<file path="src/adcw_map.vh">
`ifndef ADCW_MAP_VH
`define ADCW_MAP_VH
// resolution select codes
`define ADCW_RES_12          2'h0
`define ADCW_RES_16          2'h1
`define ADCW_RES_10          2'h2
`define ADCW_RES_8           2'h3
// conversion styles
`define ADCW_MODE_SINGLE     2'h0
`define ADCW_MODE_FREE       2'h1
`define ADCW_MODE_SCAN       2'h2
// window monitor modes
`define ADCW_WIN_OFF         3'h0
`define ADCW_WIN_ABOVE       3'h1
`define ADCW_WIN_BELOW       3'h2
`define ADCW_WIN_INSIDE      3'h3
`define ADCW_WIN_OUTSIDE     3'h4
// sizes
`define ADCW_NATIVE_BITS     12
`define ADCW_RESULT_BITS     16
`define ADCW_MUXPOS_BITS     5
`define ADCW_MUXNEG_BITS     5
`define ADCW_REFSEL_BITS     4
`define ADCW_MUXPOS_MAX      5'h18
`define ADCW_MUXNEG_MAX      5'h09
// timing: conversion clock = system clock, 200 MHz, 350 ksps => 572 cycles per sample
`define ADCW_CLK_MHZ         200
`define ADCW_RATE_KSPS       350
`define ADCW_SAMPLE_CYC      ((`ADCW_CLK_MHZ * 1000 + `ADCW_RATE_KSPS - 1) / `ADCW_RATE_KSPS)
// flag positions
`define ADCW_FLG_RESULT_READY_FLAG      0
`define ADCW_FLG_OVERRUN     1
`define ADCW_FLG_WINMON      2
`define ADCW_FLG_W           3
// trim reset value
`define ADCW_TRIM_RST        11'h000
`endif

</file>
<file path="src/adcw_cdc_word.v">
`timescale 1ns/10ps
// ----------------------------------------
// two-stage capture of a configuration word
// ----------------------------------------
module adcw_cdc_word #(
   parameter W = 8
) (
   input  wire         clk_sys,
   input  wire         rst_n,
   input  wire [W-1:0] d,
   output reg  [W-1:0] q
);
   reg [W-1:0] meta_r;                        // first stage, read only by q
   // sync chain; words must be held stable for two edges
   always @(posedge clk_sys or negedge rst_n) begin
      if (!rst_n) begin
         meta_r <= {W{1'b0}};
         q      <= {W{1'b0}};
      end else begin
         meta_r <= d;
         q      <= meta_r;
      end
   end
endmodule // adcw_cdc_word

</file>
<file path="src/adcw_ctrl.v">
`timescale 1ns/10ps
`include "adcw_map.vh"
// Overview of operation
// - 12-bit native results, up to 350ksps
// - width 8, 10 or 12 bits, shorter conversion
// - left or right justified result
// - signed differential or unsigned single-ended results
// - start by software command or event
// - exactly one event start input
// - single, free-running and pin-scan modes
// - hardware window compare on chosen channel
// - DMA request on conversion complete
// - accumulate with decimation to 16 bits
// - hardware gain and offset correction
// - four-bit reference select
// - 25 positive, 10 negative mux sources
// - keep converting in low power clocked
// - interrupts wake, events do not
// - sync config writes into conversion domain
// - halt in debug unless forced run
// - write protect all but flag register and start command
// - protection lifted in debug halt, external debugger
// - soft reset clears all but debug control
// - new result overwrites, unread sets overrun
// - result width defaults to twelve bits
module adcw_ctrl (
   input  wire        clk_sys,
   input  wire        rst_n,
   // configuration (held by caller, written under wr_cfg)
   input  wire        wr_cfg,         // write strobe for all config fields except debug_run_ctrl, which takes wr_dbg
   input  wire        enable,
   input  wire [1:0]  res_sel,
   input  wire        left_adj,
   input  wire        diff_mode,
   input  wire [1:0]  conv_mode,
   input  wire [4:0]  mux_pos,
   input  wire [4:0]  mux_neg,
   input  wire [4:0]  scan_count,     // extra inputs stepped in scan
   input  wire [3:0]  ref_sel,
   input  wire [2:0]  avg_log2,       // 1..128 accumulated samples
   input  wire [11:0] gain_corr,      // 1.11 fixed point
   input  wire [11:0] offset_corr,
   input  wire        corr_en,
   input  wire [2:0]  win_mode,
   input  wire [4:0]  win_chan,
   input  wire [15:0] win_lo,
   input  wire [15:0] win_hi,
   input  wire [10:0] trim_val,       // bias and linearity_trim_value
   input  wire [2:0]  irq_en,
   input  wire        debug_run_ctrl,
   input  wire        wr_dbg,
   input  wire        protect_on,     // from access_protect_unit
   input  wire        cpu_halted,
   input  wire        cpu_rst_ext,
   input  wire        ext_dbg_acc,
   // commands
   input  wire        start_cmd,
   input  wire        start_evt,      // from event_router
   input  wire        soft_reset_cmd,
   input  wire [2:0]  flag_clr,       // irq_flag_reg write-one-to-clear
   input  wire        result_rd,
   // analog core
   input  wire [11:0] ana_data,
   output reg         ana_sample_r,
   output reg  [4:0]  ana_pos_r,
   output reg  [4:0]  ana_neg_r,
   output reg  [3:0]  ana_ref_r,
   output reg  [10:0] ana_trim_r,
   // results and status
   output reg  [15:0] result_r,
   output reg  [2:0]  irq_flag_reg_r,
   output reg         irq_r,
   output reg         dma_req_r,
   output reg         evt_result_ready_flag_r,
   output reg         wr_refused_r,
   output reg         busy_r,
   output reg         dbg_run_r
);
   // ----------------------------------------
   // write protection and accepted config
   // ----------------------------------------
   wire prot_act = protect_on & ~cpu_halted & ~cpu_rst_ext & ~ext_dbg_acc;
   wire cfg_ok   = wr_cfg & ~prot_act;
   reg  [92:0] cfg_r;                                 // latched config word
   reg  [2:0]  ien_r;
   reg         en_r;
   wire [92:0] cfg_in = {res_sel, left_adj, diff_mode, conv_mode, mux_pos, mux_neg,
                         scan_count, ref_sel, avg_log2, gain_corr, offset_corr,
                         corr_en, win_mode, win_chan, win_lo, win_hi};
   // config capture; flags register is never protected
   always @(posedge clk_sys or negedge rst_n) begin
      if (!rst_n) begin
         cfg_r        <= 93'h0;       // res_sel 0 = twelve bits
         ien_r        <= 3'h0;
         en_r         <= 1'b0;
         ana_trim_r   <= `ADCW_TRIM_RST;
         dbg_run_r    <= 1'b0;
         wr_refused_r <= 1'b0;
      end else begin
         wr_refused_r <= wr_cfg & prot_act;
         if (wr_dbg && !prot_act)
            dbg_run_r <= debug_run_ctrl;            // survives soft reset
         if (soft_reset_cmd && !prot_act) begin
            cfg_r      <= 93'h0;
            ien_r      <= 3'h0;
            en_r       <= 1'b0;
            ana_trim_r <= `ADCW_TRIM_RST;
         end else if (cfg_ok) begin
            cfg_r      <= cfg_in;
            ien_r      <= irq_en;
            en_r       <= enable;
            ana_trim_r <= trim_val;                  // software-loaded trim
         end
      end
   end
   // ----------------------------------------
   // crossing into conversion domain
   // ----------------------------------------
   wire [93:0] cs;                                   // synchronised enable and config
   // enable travels with its config so no run starts on stale settings
   adcw_cdc_word #(.W(94)) u_cfg_sync (
      .clk_sys (clk_sys),
      .rst_n   (rst_n),
      .d       ({en_r, cfg_r}),
      .q       (cs)
   );
   wire        s_en    = cs[93];
   wire [1:0]  s_res   = cs[92:91];
   wire        s_left  = cs[90];
   wire        s_diff  = cs[89];
   wire [1:0]  s_mode  = cs[88:87];
   wire [4:0]  s_pos   = cs[86:82];
   wire [4:0]  s_neg   = cs[81:77];
   wire [4:0]  s_scan  = cs[76:72];
   wire [3:0]  s_ref   = cs[71:68];
   wire [2:0]  s_avg   = cs[67:65];
   wire [11:0] s_gain  = cs[64:53];
   wire [11:0] s_off   = cs[52:41];
   wire        s_corr  = cs[40];
   wire [2:0]  s_wmode = cs[39:37];
   wire [4:0]  s_wch   = cs[36:32];
   wire [15:0] s_wlo   = cs[31:16];
   wire [15:0] s_whi   = cs[15:0];
   // ----------------------------------------
   // sequencer: one-hot states
   // ----------------------------------------
   localparam ST_IDLE = 3'b001;
   localparam ST_CONV = 3'b010;
   localparam ST_DONE = 3'b100;
   reg  [2:0]  st_r;
   reg  [9:0]  cyc_r;                                // cycles into conversion
   reg  [6:0]  acc_n_r;                              // samples accumulated
   reg  [18:0] acc_r;                                // sum of up to 128 samples
   reg  [4:0]  scan_i_r;                             // scan step
   reg         pend_r;                               // trigger waiting
   wire halted  = cpu_halted & ~dbg_run_r;
   wire trig    = start_cmd | start_evt;
   // narrower results need fewer cycles (bits/12 of the sample period)
   wire [9:0] conv_len = (s_res == `ADCW_RES_8)  ? 10'd381 :
                         (s_res == `ADCW_RES_10) ? 10'd476 : 10'd571;
   wire [6:0] avg_tgt  = (s_res == `ADCW_RES_16) ? (7'h1 << s_avg) - 7'h1 : 7'h0;
   wire [4:0] cur_pos  = s_pos + scan_i_r;
   // sequencer; runs on whatever clock remains in sleep
   always @(posedge clk_sys or negedge rst_n) begin
      if (!rst_n) begin
         st_r <= ST_IDLE; cyc_r <= 10'h0; acc_n_r <= 7'h0; acc_r <= 19'h0;
         scan_i_r <= 5'h0; pend_r <= 1'b0; ana_sample_r <= 1'b0; busy_r <= 1'b0;
      end else if (!s_en) begin
         st_r <= ST_IDLE; pend_r <= 1'b0; acc_n_r <= 7'h0; acc_r <= 19'h0;
         scan_i_r <= 5'h0; ana_sample_r <= 1'b0; busy_r <= 1'b0;
      end else if (!halted) begin
         if (trig) pend_r <= 1'b1;
         ana_sample_r <= 1'b0;
         case (st_r)
            ST_IDLE: begin
               if (pend_r || trig || s_mode == `ADCW_MODE_FREE) begin
                  st_r <= ST_CONV; cyc_r <= 10'h0; pend_r <= 1'b0;
                  ana_sample_r <= 1'b1; busy_r <= 1'b1;
               end
            end
            ST_CONV: begin
               cyc_r <= cyc_r + 10'h1;
               if (cyc_r == conv_len - 10'h1) begin
                  acc_r <= acc_r + {7'h0, ana_data};
                  st_r  <= ST_DONE;
               end
            end
            ST_DONE: begin
               if (acc_n_r != avg_tgt) begin
                  acc_n_r <= acc_n_r + 7'h1;
                  st_r <= ST_CONV; cyc_r <= 10'h0; ana_sample_r <= 1'b1;
               end else begin
                  acc_n_r <= 7'h0; acc_r <= 19'h0;
                  if (s_mode == `ADCW_MODE_SCAN && scan_i_r != s_scan) begin
                     scan_i_r <= scan_i_r + 5'h1;
                     st_r <= ST_CONV; cyc_r <= 10'h0; ana_sample_r <= 1'b1;
                  end else begin
                     scan_i_r <= 5'h0; st_r <= ST_IDLE; busy_r <= 1'b0;
                  end
               end
            end
            default: st_r <= ST_IDLE;
         endcase
      end
   end
   // ----------------------------------------
   // result formatting
   // ----------------------------------------
   wire        fin    = (st_r == ST_DONE) && (acc_n_r == avg_tgt) && s_en && !halted;
   wire [18:0] dec    = acc_r >> ((s_avg > 3'd4) ? (s_avg - 3'd4) : 3'd0);
   wire [15:0] raw    = (s_res == `ADCW_RES_16) ? dec[15:0] :
                        (s_res == `ADCW_RES_10) ? {6'h0, acc_r[11:2]} :
                        (s_res == `ADCW_RES_8)  ? {8'h0, acc_r[11:4]} : {4'h0, acc_r[11:0]};
   // differential: offset-binary to two's complement
   wire [15:0] msb_m  = (s_res == `ADCW_RES_8)  ? 16'h0080 : (s_res == `ADCW_RES_10) ? 16'h0200 :
                        (s_res == `ADCW_RES_12) ? 16'h0800 : 16'h8000;
   wire [15:0] top_m  = (s_res == `ADCW_RES_8)  ? 16'hff80 : (s_res == `ADCW_RES_10) ? 16'hfe00 :
                        (s_res == `ADCW_RES_12) ? 16'hf800 : 16'h8000;
   wire [15:0] flip   = raw ^ msb_m;
   // sign extended so the gain product and left shift see a true signed word
   wire [15:0] sgn    = s_diff ? ((|(flip & msb_m)) ? (flip | top_m) : flip) : raw;
   wire [27:0] prod   = {{12{sgn[15] & s_diff}}, sgn} * {16'h0, s_gain};
   wire [15:0] corr   = s_corr ? (prod[26:11] - {{4{s_off[11]}}, s_off}) : sgn;
   wire [3:0]  lsh    = (s_res == `ADCW_RES_8) ? 4'd8 : (s_res == `ADCW_RES_10) ? 4'd6 :
                        (s_res == `ADCW_RES_12) ? 4'd4 : 4'd0;
   wire [15:0] fmt    = s_left ? (corr << lsh) : corr;
   // window test on the selected channel
   wire win_hit = (cur_pos == s_wch) &&
                  ((s_wmode == `ADCW_WIN_ABOVE)   ? (corr > s_wlo) :
                   (s_wmode == `ADCW_WIN_BELOW)   ? (corr < s_wlo) :
                   (s_wmode == `ADCW_WIN_INSIDE)  ? (corr > s_wlo && corr < s_whi) :
                   (s_wmode == `ADCW_WIN_OUTSIDE) ? (corr < s_wlo || corr > s_whi) : 1'b0);
   // ----------------------------------------
   // result, flags, requests
   // ----------------------------------------
   reg unread_r;
   wire [2:0] set_v = {fin & win_hit, fin & unread_r & ~result_rd, fin};
   // set beats clear on the same edge
   always @(posedge clk_sys or negedge rst_n) begin
      if (!rst_n) begin
         result_r <= 16'h0; irq_flag_reg_r <= 3'h0; irq_r <= 1'b0; dma_req_r <= 1'b0;
         evt_result_ready_flag_r <= 1'b0; unread_r <= 1'b0;
         ana_pos_r <= 5'h0; ana_neg_r <= 5'h0; ana_ref_r <= 4'h0;
      end else if (soft_reset_cmd && !prot_act) begin
         result_r <= 16'h0; irq_flag_reg_r <= 3'h0; irq_r <= 1'b0; dma_req_r <= 1'b0;
         evt_result_ready_flag_r <= 1'b0; unread_r <= 1'b0;
      end else begin
         ana_pos_r <= (cur_pos > `ADCW_MUXPOS_MAX) ? `ADCW_MUXPOS_MAX : cur_pos;
         ana_neg_r <= (s_neg > `ADCW_MUXNEG_MAX) ? `ADCW_MUXNEG_MAX : s_neg;
         ana_ref_r <= s_ref;
         if (fin) result_r <= fmt;                          // overwrite
         unread_r <= fin | (unread_r & ~result_rd);
         irq_flag_reg_r <= set_v | (irq_flag_reg_r & ~flag_clr);
         // level irq, wakes the system
         irq_r <= |((set_v | (irq_flag_reg_r & ~flag_clr)) & ien_r);
         dma_req_r <= fin | (dma_req_r & ~result_rd);
         evt_result_ready_flag_r <= fin;                               // event only, no wake
      end
   end
endmodule // adcw_ctrl

</file>
<file path="config.mk">
export PLATFORM = sky130hd
export DESIGN_NAME = adcw_ctrl
export DESIGN_NICKNAME = d
export VERILOG_FILES = /design/src/adcw_cdc_word.v /design/src/adcw_ctrl.v
export VERILOG_INCLUDE_DIRS = /design/src
export SDC_FILE = /design/constraint.sdc
export NUM_CORES = 1
export LEC_CHECK = 0
export BUFFER_PORTS_ARGS = -buffer_cell sky130_fd_sc_hd__buf_2
export CORE_MARGIN = 10
export CORE_UTILIZATION = 40
export DETAILED_ROUTE_END_ITERATION = 10
export RECOVER_POWER = 100
export SLEW_MARGIN = 10
export SYNTH_ARGS = -nofsm -noshare
export SYNTH_HDL_FRONTEND = slang
export SYNTH_HIERARCHICAL = 1
export SYNTH_SLANG_ARGS = --single-unit
</file>
<file path="constraint.sdc">
create_clock -name clk_sys -period 26.6 [get_ports clk_sys]
set_clock_uncertainty 0.05 [all_clocks]
set_input_delay 5.32 -clock clk_sys [delete_from_list [all_inputs] [get_ports clk_sys]]
set_output_delay 5.32 -clock clk_sys [all_outputs]
set_load 0.02 [all_outputs]
</file>
==> results.sh <==
export IMPL_status="complete, but fails checks"
export IMPL_violations="max-capacitance violations, max-slew violations"
export IMPL_hpwl_mm=42.9
export IMPL_cp_max_fo=196
export IMPL_yosysWarnings=6
export IMPL_setup_tns_ns=0
export IMPL_holdBufCountCts=0
export IMPL_drive_above_1_share_pct=11.3
export IMPL_fillers=5222
export IMPL_critPathKind="in -> async"
export IMPL_ys_ff_latch=382
export IMPL_multi_input_area_um2=11800
export IMPL_initial_core_util_pct=40.5
export IMPL_fin_area_um2=25900
export IMPL_ioPinCount=187
export IMPL_final_nets=2704
export IMPL_finalWirelength_mm=57.1
export IMPL_drt_iter0_markers=936
export IMPL_drv_cap=4
export IMPL_rsz0062_at_grt="false"
export IMPL_synth_cell_type_count=90
export IMPL_synth_xor_area_share_pct=2.91
export IMPL_dieArea_um2=67200
export IMPL_synth_edf_count=0
export IMPL_tritoncts="built"
export IMPL_core_um2=56500
export IMPL_ir_drop_v=0.0000478
export IMPL_finalCritPeriodShare_pct=50.0
export IMPL_synth_common_cells="dfrtp_1, inv_1, nand2_1, fa_1, ha_1"
export IMPL_synth_top_area_cell="dfrtp_1"
export IMPL_cts_path_max_buffers=3
export IMPL_endpoint_kind="async pin"
export IMPL_async_reset_ff_share_pct=100
export IMPL_cts_resized=0
export IMPL_synth_top_family_by_area="adder cells"
export IMPL_via_count=15696
export IMPL_reg2reg_slack_ns=13.97
export IMPL_dr_pass1_iters=5
export IMPL_cp_arrival_ns=13.01
export IMPL_grt_pass1_vias=16992
export IMPL_slew_violations=301
export IMPL_portBuffers=186
export IMPL_setup_violations=0
export IMPL_cts_sinks=382
export IMPL_fp_row_count=87
export IMPL_tightestPinTransition_ns=5.78
export IMPL_drc=0
export IMPL_netlist_area_leader_share_pct=41.6
export IMPL_antenna_left=0
export IMPL_p_leak_nw=12.8
export IMPL_worstSkewPairLatency_ns=0.57
export IMPL_avgSynthCellArea_um2=10.9
export IMPL_final_util_pct=45.9
export IMPL_viasPerCell=5.14
export IMPL_worstPathRequired_ns=26.30
export IMPL_post_cts_buffers=0
export IMPL_grt_max_degree=197
export IMPL_cts_root_buffer="clkbuf_16"
export IMPL_globalplace_congestion=0.885
export IMPL_slew_headroom_pct=-285
export IMPL_grt_usage_pct=17.3
export IMPL_syn_inst=2102
export IMPL_drt_wirelength_per_cell_um=18.7
export IMPL_synth_adder_area_share_pct=22.4
export IMPL_placed_area_um2=24600
export IMPL_synth_compound_area_share_pct=11.8
export IMPL_pwr_density_cell_nw_per_um2=67.4
export IMPL_synthSimpleGateAreaFrac_pct=11.6
export IMPL_ys_flop_type="dfrtp_1"
export IMPL_synth_nets=2543
export IMPL_muxShareOfSynthArea_pct=2.92
export IMPL_numCtsBuffers=40
export IMPL_antenna_found_initial=3
export IMPL_htreeDepth=2
export IMPL_fmax_mhz=75.1
export IMPL_area_growth_syn_to_layout_pct=13.2
export IMPL_fp_dieH_um=259
export IMPL_grt_overflow=0
export IMPL_ff_latch_area_um2=9560
export IMPL_grt_pass1_wl_mm=93.1
export IMPL_hold_class="reg -> reg"
export IMPL_critPathLaunchType="input pin"
export IMPL_die_w_um=259
export IMPL_syn_cell_area_um2=22900
export IMPL_synth_area_top_cells="dfrtp_1, fa_1, ha_1, inv_1, a22o_1"
export IMPL_yosysMostFrequentCell="dfrtp_1"
export IMPL_ys_seq_area_share_pct=41.8
export IMPL_min_period_ns=13.31
export IMPL_path_clk_slew_ns=0.06
export IMPL_final_hold_viol_count=0
==> sequential cells by signal, indices dropped and copies added (netlist names), 3 cells and up <==
signal	cells
ana_ref_r	4
u_cfg_sync/q	94
st_r	3
ana_trim_r	11
cfg_r	93
u_cfg_sync/meta_r	94
result_r	16
acc_n_r	7
ien_r	3
ana_pos_r	5
cyc_r	10
acc_r	19
scan_i_r	5
ana_neg_r	5
irq_flag_reg_r	3
==> critical path, stage by stage <==
cell and delay (ns):
clkbuf_1 3.96, buf_12 0.62, clkbuf_1 2.81
==> where the power goes <==
group | switching (mW) | internal (mW)
Sequential | 0.0336 | 0.624
Combinational | 0.291 | 0.197
Clock | 0.241 | 0.361
Total | 0.566 | 1.18
==> per-stage QoR <==
stage	setup WS, ns	power, mW	hold WS [ns]	cells
floorplan	15.61	1.01	0.281	2102
global placement	14.64	1.15	0.282	2977
detailed placement	14.40	1.16	0.285	2977
CTS	14.40	1.77	0.281	3048
global route	11.45	1.85	0.289	3048
finish	13.29	1.75	0.287	3051
==> layout by cell type, fill, tap and decap left out, types with 27 or more instances in the layout <==
cell type,synthesis,layout
buf_2,8,131
clkbuf_16,0,40
xnor2_1,52,52
fa_1,176,176
nor2b_1,27,27
nor3_1,27,27
nand2_1,192,193
a21oi_1,54,54
nor2_1,106,106
and2_1,76,73
ha_1,129,129
dfrtp_1,381,381
o21ai_0,40,43
a22o_1,128,128
clkbuf_1,68,65
inv_1,306,307
==> cell families after synthesis <==
| family | count (synthesis) |
|---|---|
| compound gates | 363 |
| xor+xnor | 76 |
| mux | 41 |
| flops | 382 |
| buf+inv | 395 |
| fa+ha+maj | 305 |
| simple gates | 540 |
==> area by class of cell <==
class | instances | share of cell area [%]
tap | 756 | 3.65
sequential | 382 | 36.9
inverter | 311 | 4.50
clock buffer | 50 | 4.28
antenna | 3 | 0.0290
clock inverter | 21 | 1.30
multi-input combinational | 1325 | 45.6
timing repair buffer | 203 | 3.76
==> per-layer routing <==
layer  vias to the layer above  global-route usage (%)  share of wire (%)
met5                         -                       0                  0
met1                      7896                    22.3                 44
li1                       7311                       -                  -
met2                       399                    29.2                 48
met4                         0                    4.74                2.3
met3                        90                    3.51                5.6
==> worst paths after layout <==
check | cells past startpoint | from | to
max | 3 | rst_n | acc_r[2]
min | 0 | u_cfg_sync/meta_r[30] | u_cfg_sync/q[30]
max reg2reg | 44 | u_cfg_sync/q[67] | irq_r
min reg2reg | 0 | u_cfg_sync/meta_r[30] | u_cfg_sync/q[30]
max in group clk_sys | 44 | u_cfg_sync/q[67] | irq_r
min in group asynchronous | 1 | rst_n | cfg_r[25]
Note: power is estimated with default switching activity, not from simulation.
